File: config.mk
export PLATFORM = sky130hd
export DESIGN_NAME = rics_top
export DESIGN_NICKNAME = d
export VERILOG_FILES = /design/src/verilog/rics_pkg.sv /design/src/verilog/rics_top.sv
export SDC_FILE = /design/constraint.sdc
export NUM_CORES = 1
export LEC_CHECK = 0
export ABC_AREA = 1
export BUFFER_PORTS_ARGS = -buffer_cell sky130_fd_sc_hd__buf_2
export CAP_MARGIN = 20
export CORE_ASPECT_RATIO = 1.2
export CORE_MARGIN = 5
export CORE_UTILIZATION = 52
export CTS_BUF_LIST = sky130_fd_sc_hd__clkbuf_4 sky130_fd_sc_hd__clkbuf_8 sky130_fd_sc_hd__clkbuf_16
export CTS_CLUSTER_SIZE = 40
export DETAILED_ROUTE_END_ITERATION = 6
export PLACE_DENSITY = 0.8
export SLEW_MARGIN = 15
export SYNTH_ARGS = -nofsm -noshare
export SYNTH_HDL_FRONTEND = slang
export SYNTH_SLANG_ARGS = --single-unit
export TNS_END_PERCENT = 5
File: constraint.sdc
create_clock -name core_clk_in -period 5.5 [get_ports core_clk_in]
set_input_delay 0.55 -clock core_clk_in [delete_from_list [all_inputs] [get_ports core_clk_in]]
set_output_delay 0.55 -clock core_clk_in [all_outputs]
set_load 0.01 [all_outputs]
File: src/verilog/rics_pkg.sv
// Package of register map, field positions and reset values for the radio interrupt block
package rics_pkg;

  // ----------------------------------------------------------------
  // Register byte offsets
  // ----------------------------------------------------------------
  localparam logic [11:0] RICS_OFF_EVT_STATUS  = 12'h100;
  localparam logic [11:0] RICS_OFF_BC_COMPARE  = 12'h104;
  localparam logic [11:0] RICS_OFF_STRENGTH    = 12'h108;
  localparam logic [11:0] RICS_OFF_IRQ_SET     = 12'h304;
  localparam logic [11:0] RICS_OFF_IRQ_CLEAR   = 12'h308;
  localparam logic [11:0] RICS_OFF_CHECK_RES   = 12'h400;

  // ----------------------------------------------------------------
  // Event fields, A through K
  // ----------------------------------------------------------------
  localparam int RICS_NUM_EVT = 11;
  localparam int RICS_NUM_RAW = 7;

  localparam int RICS_EV_READY     = 0;
  localparam int RICS_EV_ADDRESS   = 1;
  localparam int RICS_EV_PAYLOAD   = 2;
  localparam int RICS_EV_END       = 3;
  localparam int RICS_EV_DISABLED  = 4;
  localparam int RICS_EV_DEV_MATCH = 5;
  localparam int RICS_EV_DEV_MISS  = 6;
  localparam int RICS_EV_STRENGTH  = 7;
  localparam int RICS_EV_BIT_COUNT = 8;
  localparam int RICS_EV_PASS      = 9;
  localparam int RICS_EV_FAIL      = 10;

  // Bit position of each event field within a 32-bit register word
  localparam int RICS_EVT_POS [RICS_NUM_EVT] = '{0, 1, 2, 3, 4, 5, 6, 7, 10, 12, 13};

  // ----------------------------------------------------------------
  // Widths and reset values
  // ----------------------------------------------------------------
  localparam int RICS_BC_W       = 16;
  localparam int RICS_STRENGTH_W = 7;

  localparam logic [RICS_NUM_EVT-1:0]    RICS_EN_RST       = 11'h000;
  localparam logic [RICS_NUM_EVT-1:0]    RICS_STATUS_RST   = 11'h000;
  localparam logic                       RICS_CHECK_RST    = 1'h0;
  localparam logic [RICS_BC_W-1:0]       RICS_BC_RST       = 16'h0000;
  localparam logic [RICS_STRENGTH_W-1:0] RICS_STRENGTH_RST = 7'h00;

  // Spread an event vector onto its register bit positions
  function automatic logic [31:0] rics_spread(input logic [RICS_NUM_EVT-1:0] v);
    logic [31:0] w;
    w = 32'h0000_0000;
    for (int i = 0; i < RICS_NUM_EVT; i++) begin
      w[RICS_EVT_POS[i]] = v[i];
    end
    return w;
  endfunction

  // Gather an event vector from its register bit positions
  function automatic logic [RICS_NUM_EVT-1:0] rics_gather(input logic [31:0] w);
    logic [RICS_NUM_EVT-1:0] v;
    v = '0;
    for (int i = 0; i < RICS_NUM_EVT; i++) begin
      v[i] = w[RICS_EVT_POS[i]];
    end
    return v;
  endfunction

endpackage

File: src/verilog/rics_top.sv
// Radio interrupt enable set/clear, event status and packet check result with APB access
`timescale 1ns/100ps

module rics_top
  import rics_pkg::*;
(
  // Clock and reset
  input  wire logic                       core_clk_in,
  input  wire logic                       reset_n_in,
  // APB slave
  input  wire logic                       psel_in,
  input  wire logic                       penable_in,
  input  wire logic                       pwrite_in,
  input  wire logic [11:0]                paddr_in,
  input  wire logic [31:0]                pwdata_in,
  output logic      [31:0]                prdata_out,
  output logic                            pready_out,
  output logic                            pslverr_out,
  // Radio core events, one-cycle pulses
  input  wire logic [RICS_NUM_RAW-1:0]    raw_event_in,
  input  wire logic                       strength_valid_in,
  input  wire logic [RICS_STRENGTH_W-1:0] strength_value_in,
  input  wire logic                       bit_count_valid_in,
  input  wire logic [RICS_BC_W-1:0]       bit_count_in,
  input  wire logic                       check_done_in,
  input  wire logic                       check_ok_in,
  // Interrupt
  output logic                            irq_out
);

  // ----------------------------------------------------------------
  // Reset release
  // ----------------------------------------------------------------
  logic rst_meta_r;
  logic rst_sync_r;

  always_ff @(posedge core_clk_in or negedge reset_n_in) begin
    if (!reset_n_in) begin
      rst_meta_r <= 1'b0;
      rst_sync_r <= 1'b0;
    end else begin
      rst_meta_r <= 1'b1;
      rst_sync_r <= rst_meta_r;
    end
  end

  wire logic rst_n = rst_sync_r;

  // ----------------------------------------------------------------
  // APB decode
  // ----------------------------------------------------------------
  logic        pready_r;
  logic        pready_nxt;
  logic        pslverr_r;
  logic        pslverr_nxt;
  logic [31:0] prdata_r;
  logic [31:0] prdata_nxt;

  logic [RICS_NUM_EVT-1:0]    enable_r;
  logic [RICS_NUM_EVT-1:0]    enable_nxt;
  logic [RICS_NUM_EVT-1:0]    status_r;
  logic [RICS_NUM_EVT-1:0]    status_nxt;
  logic                       check_r;
  logic                       check_nxt;
  logic [RICS_BC_W-1:0]       bc_cmp_r;
  logic [RICS_BC_W-1:0]       bc_cmp_nxt;
  logic [RICS_STRENGTH_W-1:0] strength_r;
  logic [RICS_STRENGTH_W-1:0] strength_nxt;
  logic                       irq_r;
  logic                       irq_nxt;

  logic setup;
  logic commit;
  logic wr_commit;
  logic mapped;

  assign setup     = psel_in && !penable_in;
  // Writes land only at the edge where the access completes
  assign commit    = psel_in && penable_in && pready_r;
  assign wr_commit = commit && pwrite_in;

  always_comb begin
    case (paddr_in)
      RICS_OFF_EVT_STATUS,
      RICS_OFF_BC_COMPARE,
      RICS_OFF_STRENGTH,
      RICS_OFF_IRQ_SET,
      RICS_OFF_IRQ_CLEAR,
      RICS_OFF_CHECK_RES: mapped = 1'b1;
      default:            mapped = 1'b0;
    endcase
  end

  // Read data is captured in setup so that the access phase is always one cycle
  always_comb begin
    pready_nxt  = setup;
    pslverr_nxt = setup && !mapped;
    prdata_nxt  = 32'h0000_0000;
    if (setup && !pwrite_in) begin
      case (paddr_in)
        RICS_OFF_EVT_STATUS: prdata_nxt = rics_spread(status_r);
        RICS_OFF_BC_COMPARE: prdata_nxt = {{(32-RICS_BC_W){1'b0}}, bc_cmp_r};
        RICS_OFF_STRENGTH:   prdata_nxt = {{(32-RICS_STRENGTH_W){1'b0}}, strength_r};
        RICS_OFF_IRQ_SET:    prdata_nxt = rics_spread(enable_r);
        RICS_OFF_IRQ_CLEAR:  prdata_nxt = rics_spread(enable_r);
        RICS_OFF_CHECK_RES:  prdata_nxt = {31'h0000_0000, check_r};
        default:             prdata_nxt = 32'h0000_0000;
      endcase
    end
  end

  always_ff @(posedge core_clk_in or negedge rst_n) begin
    if (!rst_n) begin
      pready_r  <= 1'b0;
      pslverr_r <= 1'b0;
      prdata_r  <= 32'h0000_0000;
    end else begin
      pready_r  <= pready_nxt;
      pslverr_r <= pslverr_nxt;
      prdata_r  <= prdata_nxt;
    end
  end

  // ----------------------------------------------------------------
  // Interrupt enable state
  // ----------------------------------------------------------------
  logic [RICS_NUM_EVT-1:0] wr_bits;

  assign wr_bits = rics_gather(pwdata_in);

  // Set and clear share one enable state; zeros in either write leave bits alone
  always_comb begin
    enable_nxt = enable_r;
    if (wr_commit && paddr_in == RICS_OFF_IRQ_SET) begin
      enable_nxt = enable_r | wr_bits;
    end else if (wr_commit && paddr_in == RICS_OFF_IRQ_CLEAR) begin
      enable_nxt = enable_r & ~wr_bits;
    end
  end

  // ----------------------------------------------------------------
  // Radio events and captured values
  // ----------------------------------------------------------------
  logic [RICS_NUM_EVT-1:0] evt;
  logic                    bc_hit;

  // Compare is an equality against the core's running count, so a compare of zero fires on a valid count of zero
  assign bc_hit = bit_count_valid_in && (bit_count_in == bc_cmp_r);

  always_comb begin
    evt                    = '0;
    evt[RICS_NUM_RAW-1:0]  = raw_event_in;
    evt[RICS_EV_STRENGTH]  = strength_valid_in;
    evt[RICS_EV_BIT_COUNT] = bc_hit;
    evt[RICS_EV_PASS]      = check_done_in && check_ok_in;
    evt[RICS_EV_FAIL]      = check_done_in && !check_ok_in;
  end

  // Sticky status: an event in the cycle of its write-one clear survives
  always_comb begin
    status_nxt = status_r;
    if (wr_commit && paddr_in == RICS_OFF_EVT_STATUS) begin
      status_nxt = status_nxt & ~wr_bits;
    end
    status_nxt = status_nxt | evt;
  end

  always_comb begin
    check_nxt = check_r;
    if (check_done_in) begin
      check_nxt = check_ok_in;
    end
  end

  always_comb begin
    bc_cmp_nxt = bc_cmp_r;
    if (wr_commit && paddr_in == RICS_OFF_BC_COMPARE) begin
      bc_cmp_nxt = pwdata_in[RICS_BC_W-1:0];
    end
  end

  always_comb begin
    strength_nxt = strength_r;
    if (strength_valid_in) begin
      strength_nxt = strength_value_in;
    end
  end

  // Each event reaches the line only through its own enable bit
  always_comb begin
    irq_nxt = |(status_nxt & enable_nxt);
  end

  always_ff @(posedge core_clk_in or negedge rst_n) begin
    if (!rst_n) begin
      enable_r   <= RICS_EN_RST;
      status_r   <= RICS_STATUS_RST;
      check_r    <= RICS_CHECK_RST;
      bc_cmp_r   <= RICS_BC_RST;
      strength_r <= RICS_STRENGTH_RST;
      irq_r      <= 1'b0;
    end else begin
      enable_r   <= enable_nxt;
      status_r   <= status_nxt;
      check_r    <= check_nxt;
      bc_cmp_r   <= bc_cmp_nxt;
      strength_r <= strength_nxt;
      irq_r      <= irq_nxt;
    end
  end

  // ----------------------------------------------------------------
  // Outputs
  // ----------------------------------------------------------------
  assign prdata_out  = prdata_r;
  assign pready_out  = pready_r;
  assign pslverr_out = pslverr_r;
  assign irq_out     = irq_r;

  // ----------------------------------------------------------------
  // Assertions
  // ----------------------------------------------------------------
  a_clear_disables: assert property (@(posedge core_clk_in) disable iff (!rst_n)
    (wr_commit && paddr_in == RICS_OFF_IRQ_CLEAR)
      |=> enable_r == ($past(enable_r) & ~$past(wr_bits)))
    else $error("clear write did not disable exactly the written events");

  a_field_ready: assert property (@(posedge core_clk_in) disable iff (!rst_n)
    (setup && !pwrite_in && paddr_in == RICS_OFF_EVT_STATUS)
      |=> prdata_out[0] == $past(status_r[RICS_EV_READY]) && prdata_out[13] == $past(status_r[RICS_EV_FAIL]))
    else $error("event fields not at their register bits");

  a_strength_event: assert property (@(posedge core_clk_in) disable iff (!rst_n)
    strength_valid_in |=> status_r[RICS_EV_STRENGTH] && strength_r == $past(strength_value_in))
    else $error("strength sample event or value lost");

  a_bit_count_hit: assert property (@(posedge core_clk_in) disable iff (!rst_n)
    (bit_count_valid_in && bit_count_in == bc_cmp_r) |=> status_r[RICS_EV_BIT_COUNT])
    else $error("bit count hit event not raised");

  a_pass_fail_mask: assert property (@(posedge core_clk_in) disable iff (!rst_n)
    (check_done_in && !check_ok_in && !enable_r[RICS_EV_FAIL] && status_r == '0
      && !wr_commit && evt == (1 << RICS_EV_FAIL))
      |=> status_r[RICS_EV_FAIL] && !status_r[RICS_EV_PASS] ##1 !irq_out)
    else $error("masked check fail reached the interrupt line");

  a_check_result: assert property (@(posedge core_clk_in) disable iff (!rst_n)
    check_done_in |=> check_r == $past(check_ok_in)
      && (status_r[RICS_EV_PASS] || !$past(check_ok_in))
      && (status_r[RICS_EV_FAIL] || $past(check_ok_in)))
    else $error("check status bit disagrees with last packet");

  a_set_enables: assert property (@(posedge core_clk_in) disable iff (!rst_n)
    (wr_commit && paddr_in == RICS_OFF_IRQ_SET) |=> enable_r == ($past(enable_r) | $past(wr_bits)))
    else $error("set write did not enable the written events");

  a_clear_readback: assert property (@(posedge core_clk_in) disable iff (!rst_n)
    (setup && !pwrite_in && paddr_in == RICS_OFF_IRQ_CLEAR)
      |=> pready_out && !pslverr_out && prdata_out == rics_spread($past(enable_r)))
    else $error("clear register read does not show enable state");

  a_zero_write_noop: assert property (@(posedge core_clk_in) disable iff (!rst_n)
    (wr_commit && paddr_in == RICS_OFF_IRQ_CLEAR && wr_bits == '0) |=> $stable(enable_r))
    else $error("zero write changed the enable state");

  // An event landing in the cycle of its own clear must not be lost
  a_event_beats_clear: assert property (@(posedge core_clk_in) disable iff (!rst_n)
    (wr_commit && paddr_in == RICS_OFF_EVT_STATUS && raw_event_in[RICS_EV_READY])
      |=> status_r[RICS_EV_READY])
    else $error("event lost against its own status clear");

  a_ro_write_ignored: assert property (@(posedge core_clk_in) disable iff (!rst_n)
    (wr_commit && paddr_in == RICS_OFF_CHECK_RES && !check_done_in) |=> $stable(check_r))
    else $error("write changed the read-only check status");

  a_irq_level: assert property (@(posedge core_clk_in) disable iff (!rst_n)
    irq_out == |(status_r & enable_r))
    else $error("interrupt line disagrees with enabled status bits");

  a_unmapped_err: assert property (@(posedge core_clk_in) disable iff (!rst_n)
    (setup && !mapped) |=> pready_out && pslverr_out && prdata_out == 32'h0000_0000)
    else $error("unmapped access not answered with an error");

  a_pready_single: assert property (@(posedge core_clk_in) disable iff (!rst_n)
    pready_out |=> !pready_out)
    else $error("ready held for more than one cycle");

endmodule

==> results.json <==
{
  "synth_warnings": 0,
  "core_area_mm2": 0.00673,
  "synth.avg_cell_area_um2": 7.94,
  "cts_hold_buf": 1,
  "vias": 3285,
  "start_util_pct": 52.8,
  "worstHoldStart": "rst_meta_r$_DFF_PN0_",
  "grtUsageTotal_pct": 22.1,
  "htree_levels": 3,
  "ff_latch_area_mm2": 0.00168,
  "period_share_pct": 46.4,
  "io_pins": 118,
  "cp_num_buf_inv": 1,
  "dp.cells": 606,
  "finalWirelength_mm": 9.37,
  "postCtsSetupRepairBufs": 0,
  "p_seq_share_pct": 48.7,
  "path_cells": "buf_2 > nor2_1 > nand2_2 > nor2_2 > nand3_2 > o21ai_0 > nand2_1 > nand2_1 > nand2_1 > nor2_1 > nand3_1",
  "rows": 33,
  "yosysTopAreaCell": "dfrtp_1",
  "p_sw_share_pct": 24.2,
  "dp_hpwl_mm": 6.49,
  "skew_ns": 0.00650,
  "antenna_found_initial": 0,
  "synth.top_cell.area_share_pct": 47.2,
  "cts_sinks": 67,
  "die_w_um": 85.4,
  "clock_latency_ns": 0.35,
  "cp_slowest_cell": "nor2_2",
  "r2r_slack_ns": 3.23,
  "cp.arrival_ns": 2.77,
  "setup_violations": 0,
  "clockBufferDepth": 2,
  "place_area_mm2": 0.00394,
  "power.density_mw_per_mm2": 247,
  "syn_to_final_growth_pct": 17.2,
  "critPathLaunchType": "input pin",
  "seq_area_frac_synth_pct": 47.2,
  "grt_max_degree": 66,
  "r2r-start": "pready_out$_DFF_PN0_",
  "cp_max_fo": 15,
  "synthCells": 447,
  "power_frac_clock_pct": 43.8,
  "die-area_mm2": 0.00859,
  "period_needed_ns": 2.55,
  "max-vdd-ir-drop_v": 0.000140,
  "ys_ff_latch": 67,
  "setup_tns_ns": 0,
  "wl_per_cell_um": 15.0,
  "drive_gt1_share_pct": 22.9,
  "synth.distinct_cells": 34,
  "nFillCells": 620,
  "cp_top_family": "simple AND/OR/NAND/NOR gates",
  "via_per_inst": 5.27,
  "status": "complete, no violations",
  "fin_nets": 614,
  "root_buffer": "clkbuf_8",
  "slowest_delay_ns": 0.63,
  "cts-resized-gates": 0,
  "slew_headroom_pct": 42.7,
  "grt-ovfl-total": 0,
  "synth_area_leaders": "dfrtp_1 (47%), nand2_1 (11%), inv_1 (6.3%), nor2_1 (6.0%), nand4_1 (4.1%)",
  "fmax_mhz": 392,
  "endpoint_kind": "flip-flop",
  "p_int_mw": 0.780,
  "worstSetupPathType": "input pin to flip-flop",
  "min_to": "rst_n$_DFF_PN0_",
  "min_path_type": "flip-flop to flip-flop",
  "cts_tree": "built",
  "grt_pass1_vias": 3235,
  "r2r-end": "irq_out$_DFF_PN0_",
  "holdWs_ns": 0.355,
  "crit_required_ns": 5.72,
  "rsz0062_at_grt": "no",
  "netlist_area_mm2": 0.00355,
  "holdPathStages": 0,
  "clk_pin_slew_worst_paths_ns": 0.07,
  "grt_pass1_wl_mm": 14.8,
  "final_util_pct": 61.9,
  "final_hold_viol_count": 0,
  "gp_congestion": 0.834,
  "slew_viol_final": 0,
  "post-route-drc-count": 0,
  "crit_top_cell": "nand2_1",
  "combPwrFrac_pct": 7.5,
  "p_leak_nw": 2.23,
  "r2r_cells": 9,
  "multiInputGateArea_mm2": 0.00149,
  "drt_iter0_drc": 345,
  "antenna_left": 0,
  "die-height_um": 101,
  "switching_power_mw": 0.249,
  "firstDrtPassIters": 6,
  "cts_buffers": 9,
  "final_area_mm2": 0.00416,
  "antenna_cells": 0,
  "drv_cap": 0,
  "worst_slew_pin_slew_ns": 0.858,
  "io_buffers": 85,
  "final_cells": 623
}
flip-flops by register name (all words and copies together), names as in the netlist:
name,count
pready_out,1
strength_r,7
rst_n,1
prdata_out,16
status_r,11
rst_meta_r,1
bc_cmp_r,16
pslverr_out,1
irq_out,1
enable_r,11
check_r,1
stage by stage:
stage	worst slack (ns)	total power, mW
finish	2.95	1.03
global route	2.77	1.06
global placement	2.66	0.585
detailed placement	2.63	0.588
floorplan	3.50	0.556
CTS	3.01	1.03
power by group through the flow:
stage	sequential, mW	clock [mW]	combinational, mW
after floorplan	0.517	0	0.0386
after global placement	0.511	0	0.0748
after detailed placement	0.511	0	0.0767
after CTS	0.501	0.451	0.0778
after global routing	0.501	0.472	0.0878
final	0.501	0.451	0.0774
cell usage after synthesis, drive strengths merged:
cell type	instances
a21boi	1
a21oi	21
a221oi	1
a31oi	1
buf	26
clkbuf	3
clkinv	1
conb	2
dfrtp	67
inv	60
mux2	3
nand2	107
nand3	19
nand3b	6
nand4	24
nor2	62
nor3	4
o21ai	28
o221ai	2
o22ai	6
xnor2	2
xor2	1
cells in the final DEF (no fill, tap or decap), types with 2 or more instances in the layout:
cell type     n
clkinvlp_4    3
o221ai_1      2
conb_1       17
nor2_2        3
nand3_1      17
mux2_4        3
clkbuf_8      9
dfrtp_1      66
bufinv_16     2
nand2_1     103
inv_1        60
nor2_4        2
xnor2_1       2
o21ai_2       3
nand4_1      23
o21ai_0      24
a21oi_1      21
o22ai_1       6
clkinv_2      3
nor2_1       57
nor3_1        3
nand3b_1      6
buf_2        85
nand2_2       3
cell type report:
class                      count  share of cell area [%]
sequential                    67                    40.3
inverter                      61                    5.53
clock buffer                   9                    2.98
multi-input combinational    305                    35.7
tap                           87                    2.61
timing repair buffer          87                    10.6
clock inverter                 7                    2.22
worst reg2reg max path, cell delays in order (launching register included):
cell and delay [ns]:
dfrtp_1 0.35, nand2_1 0.09, nor2_4 0.51, nand3_2 0.43, o21ai_0 0.32, nand2_1 0.09, nand2_1 0.08, nand2_1 0.06
nor2_1 0.10, nand3_1 0.11
logic make-up (layout without fill, tap and decap cells):
kind of cell,count (synthesis),count (layout),share of synthesized area [%]
other cells,2,17,0.211
mux,3,3,1.27
compound gates,60,60,9.41
buf+inv,90,164,12.5
xor+xnor,3,3,0.740
flops,67,67,47.2
simple gates,222,222,28.6
layer usage:
layer / part of all wire [%] / global-route usage (%) / wire (µm)
met1: 38 / 27.6 / 3610
met2: 49 / 36.3 / 4600
met3: 9.2 / 4.33 / 859
met4: 3.3 / 11.6 / 306
met5: 0 / 0 / 0
how the worst max path moves through the flow:
| stage | to | slack, ns | startpoint | cells past startpoint |
|---|---|---|---|---|
| 3_3_place_gp | bc_cmp_r[14]$_DFFE_PN0P_ | 2.66 | paddr_in[11] | 8 |
| 2_1_floorplan | bc_cmp_r[0]$_DFFE_PN0P_ | 3.50 | rst_n$_DFF_PN0_ | 0 |
| 4_1_cts | bc_cmp_r[14]$_DFFE_PN0P_ | 3.01 | paddr_in[11] | 8 |
| 5_1_grt | irq_out$_DFF_PN0_ | 2.77 | paddr_in[1] | 11 |
| 3_5_place_dp | bc_cmp_r[14]$_DFFE_PN0P_ | 2.63 | paddr_in[11] | 8 |
| 6_report | irq_out$_DFF_PN0_ | 2.95 | paddr_in[7] | 11 |
No activity file was read; power rests on OpenSTA's default activity.
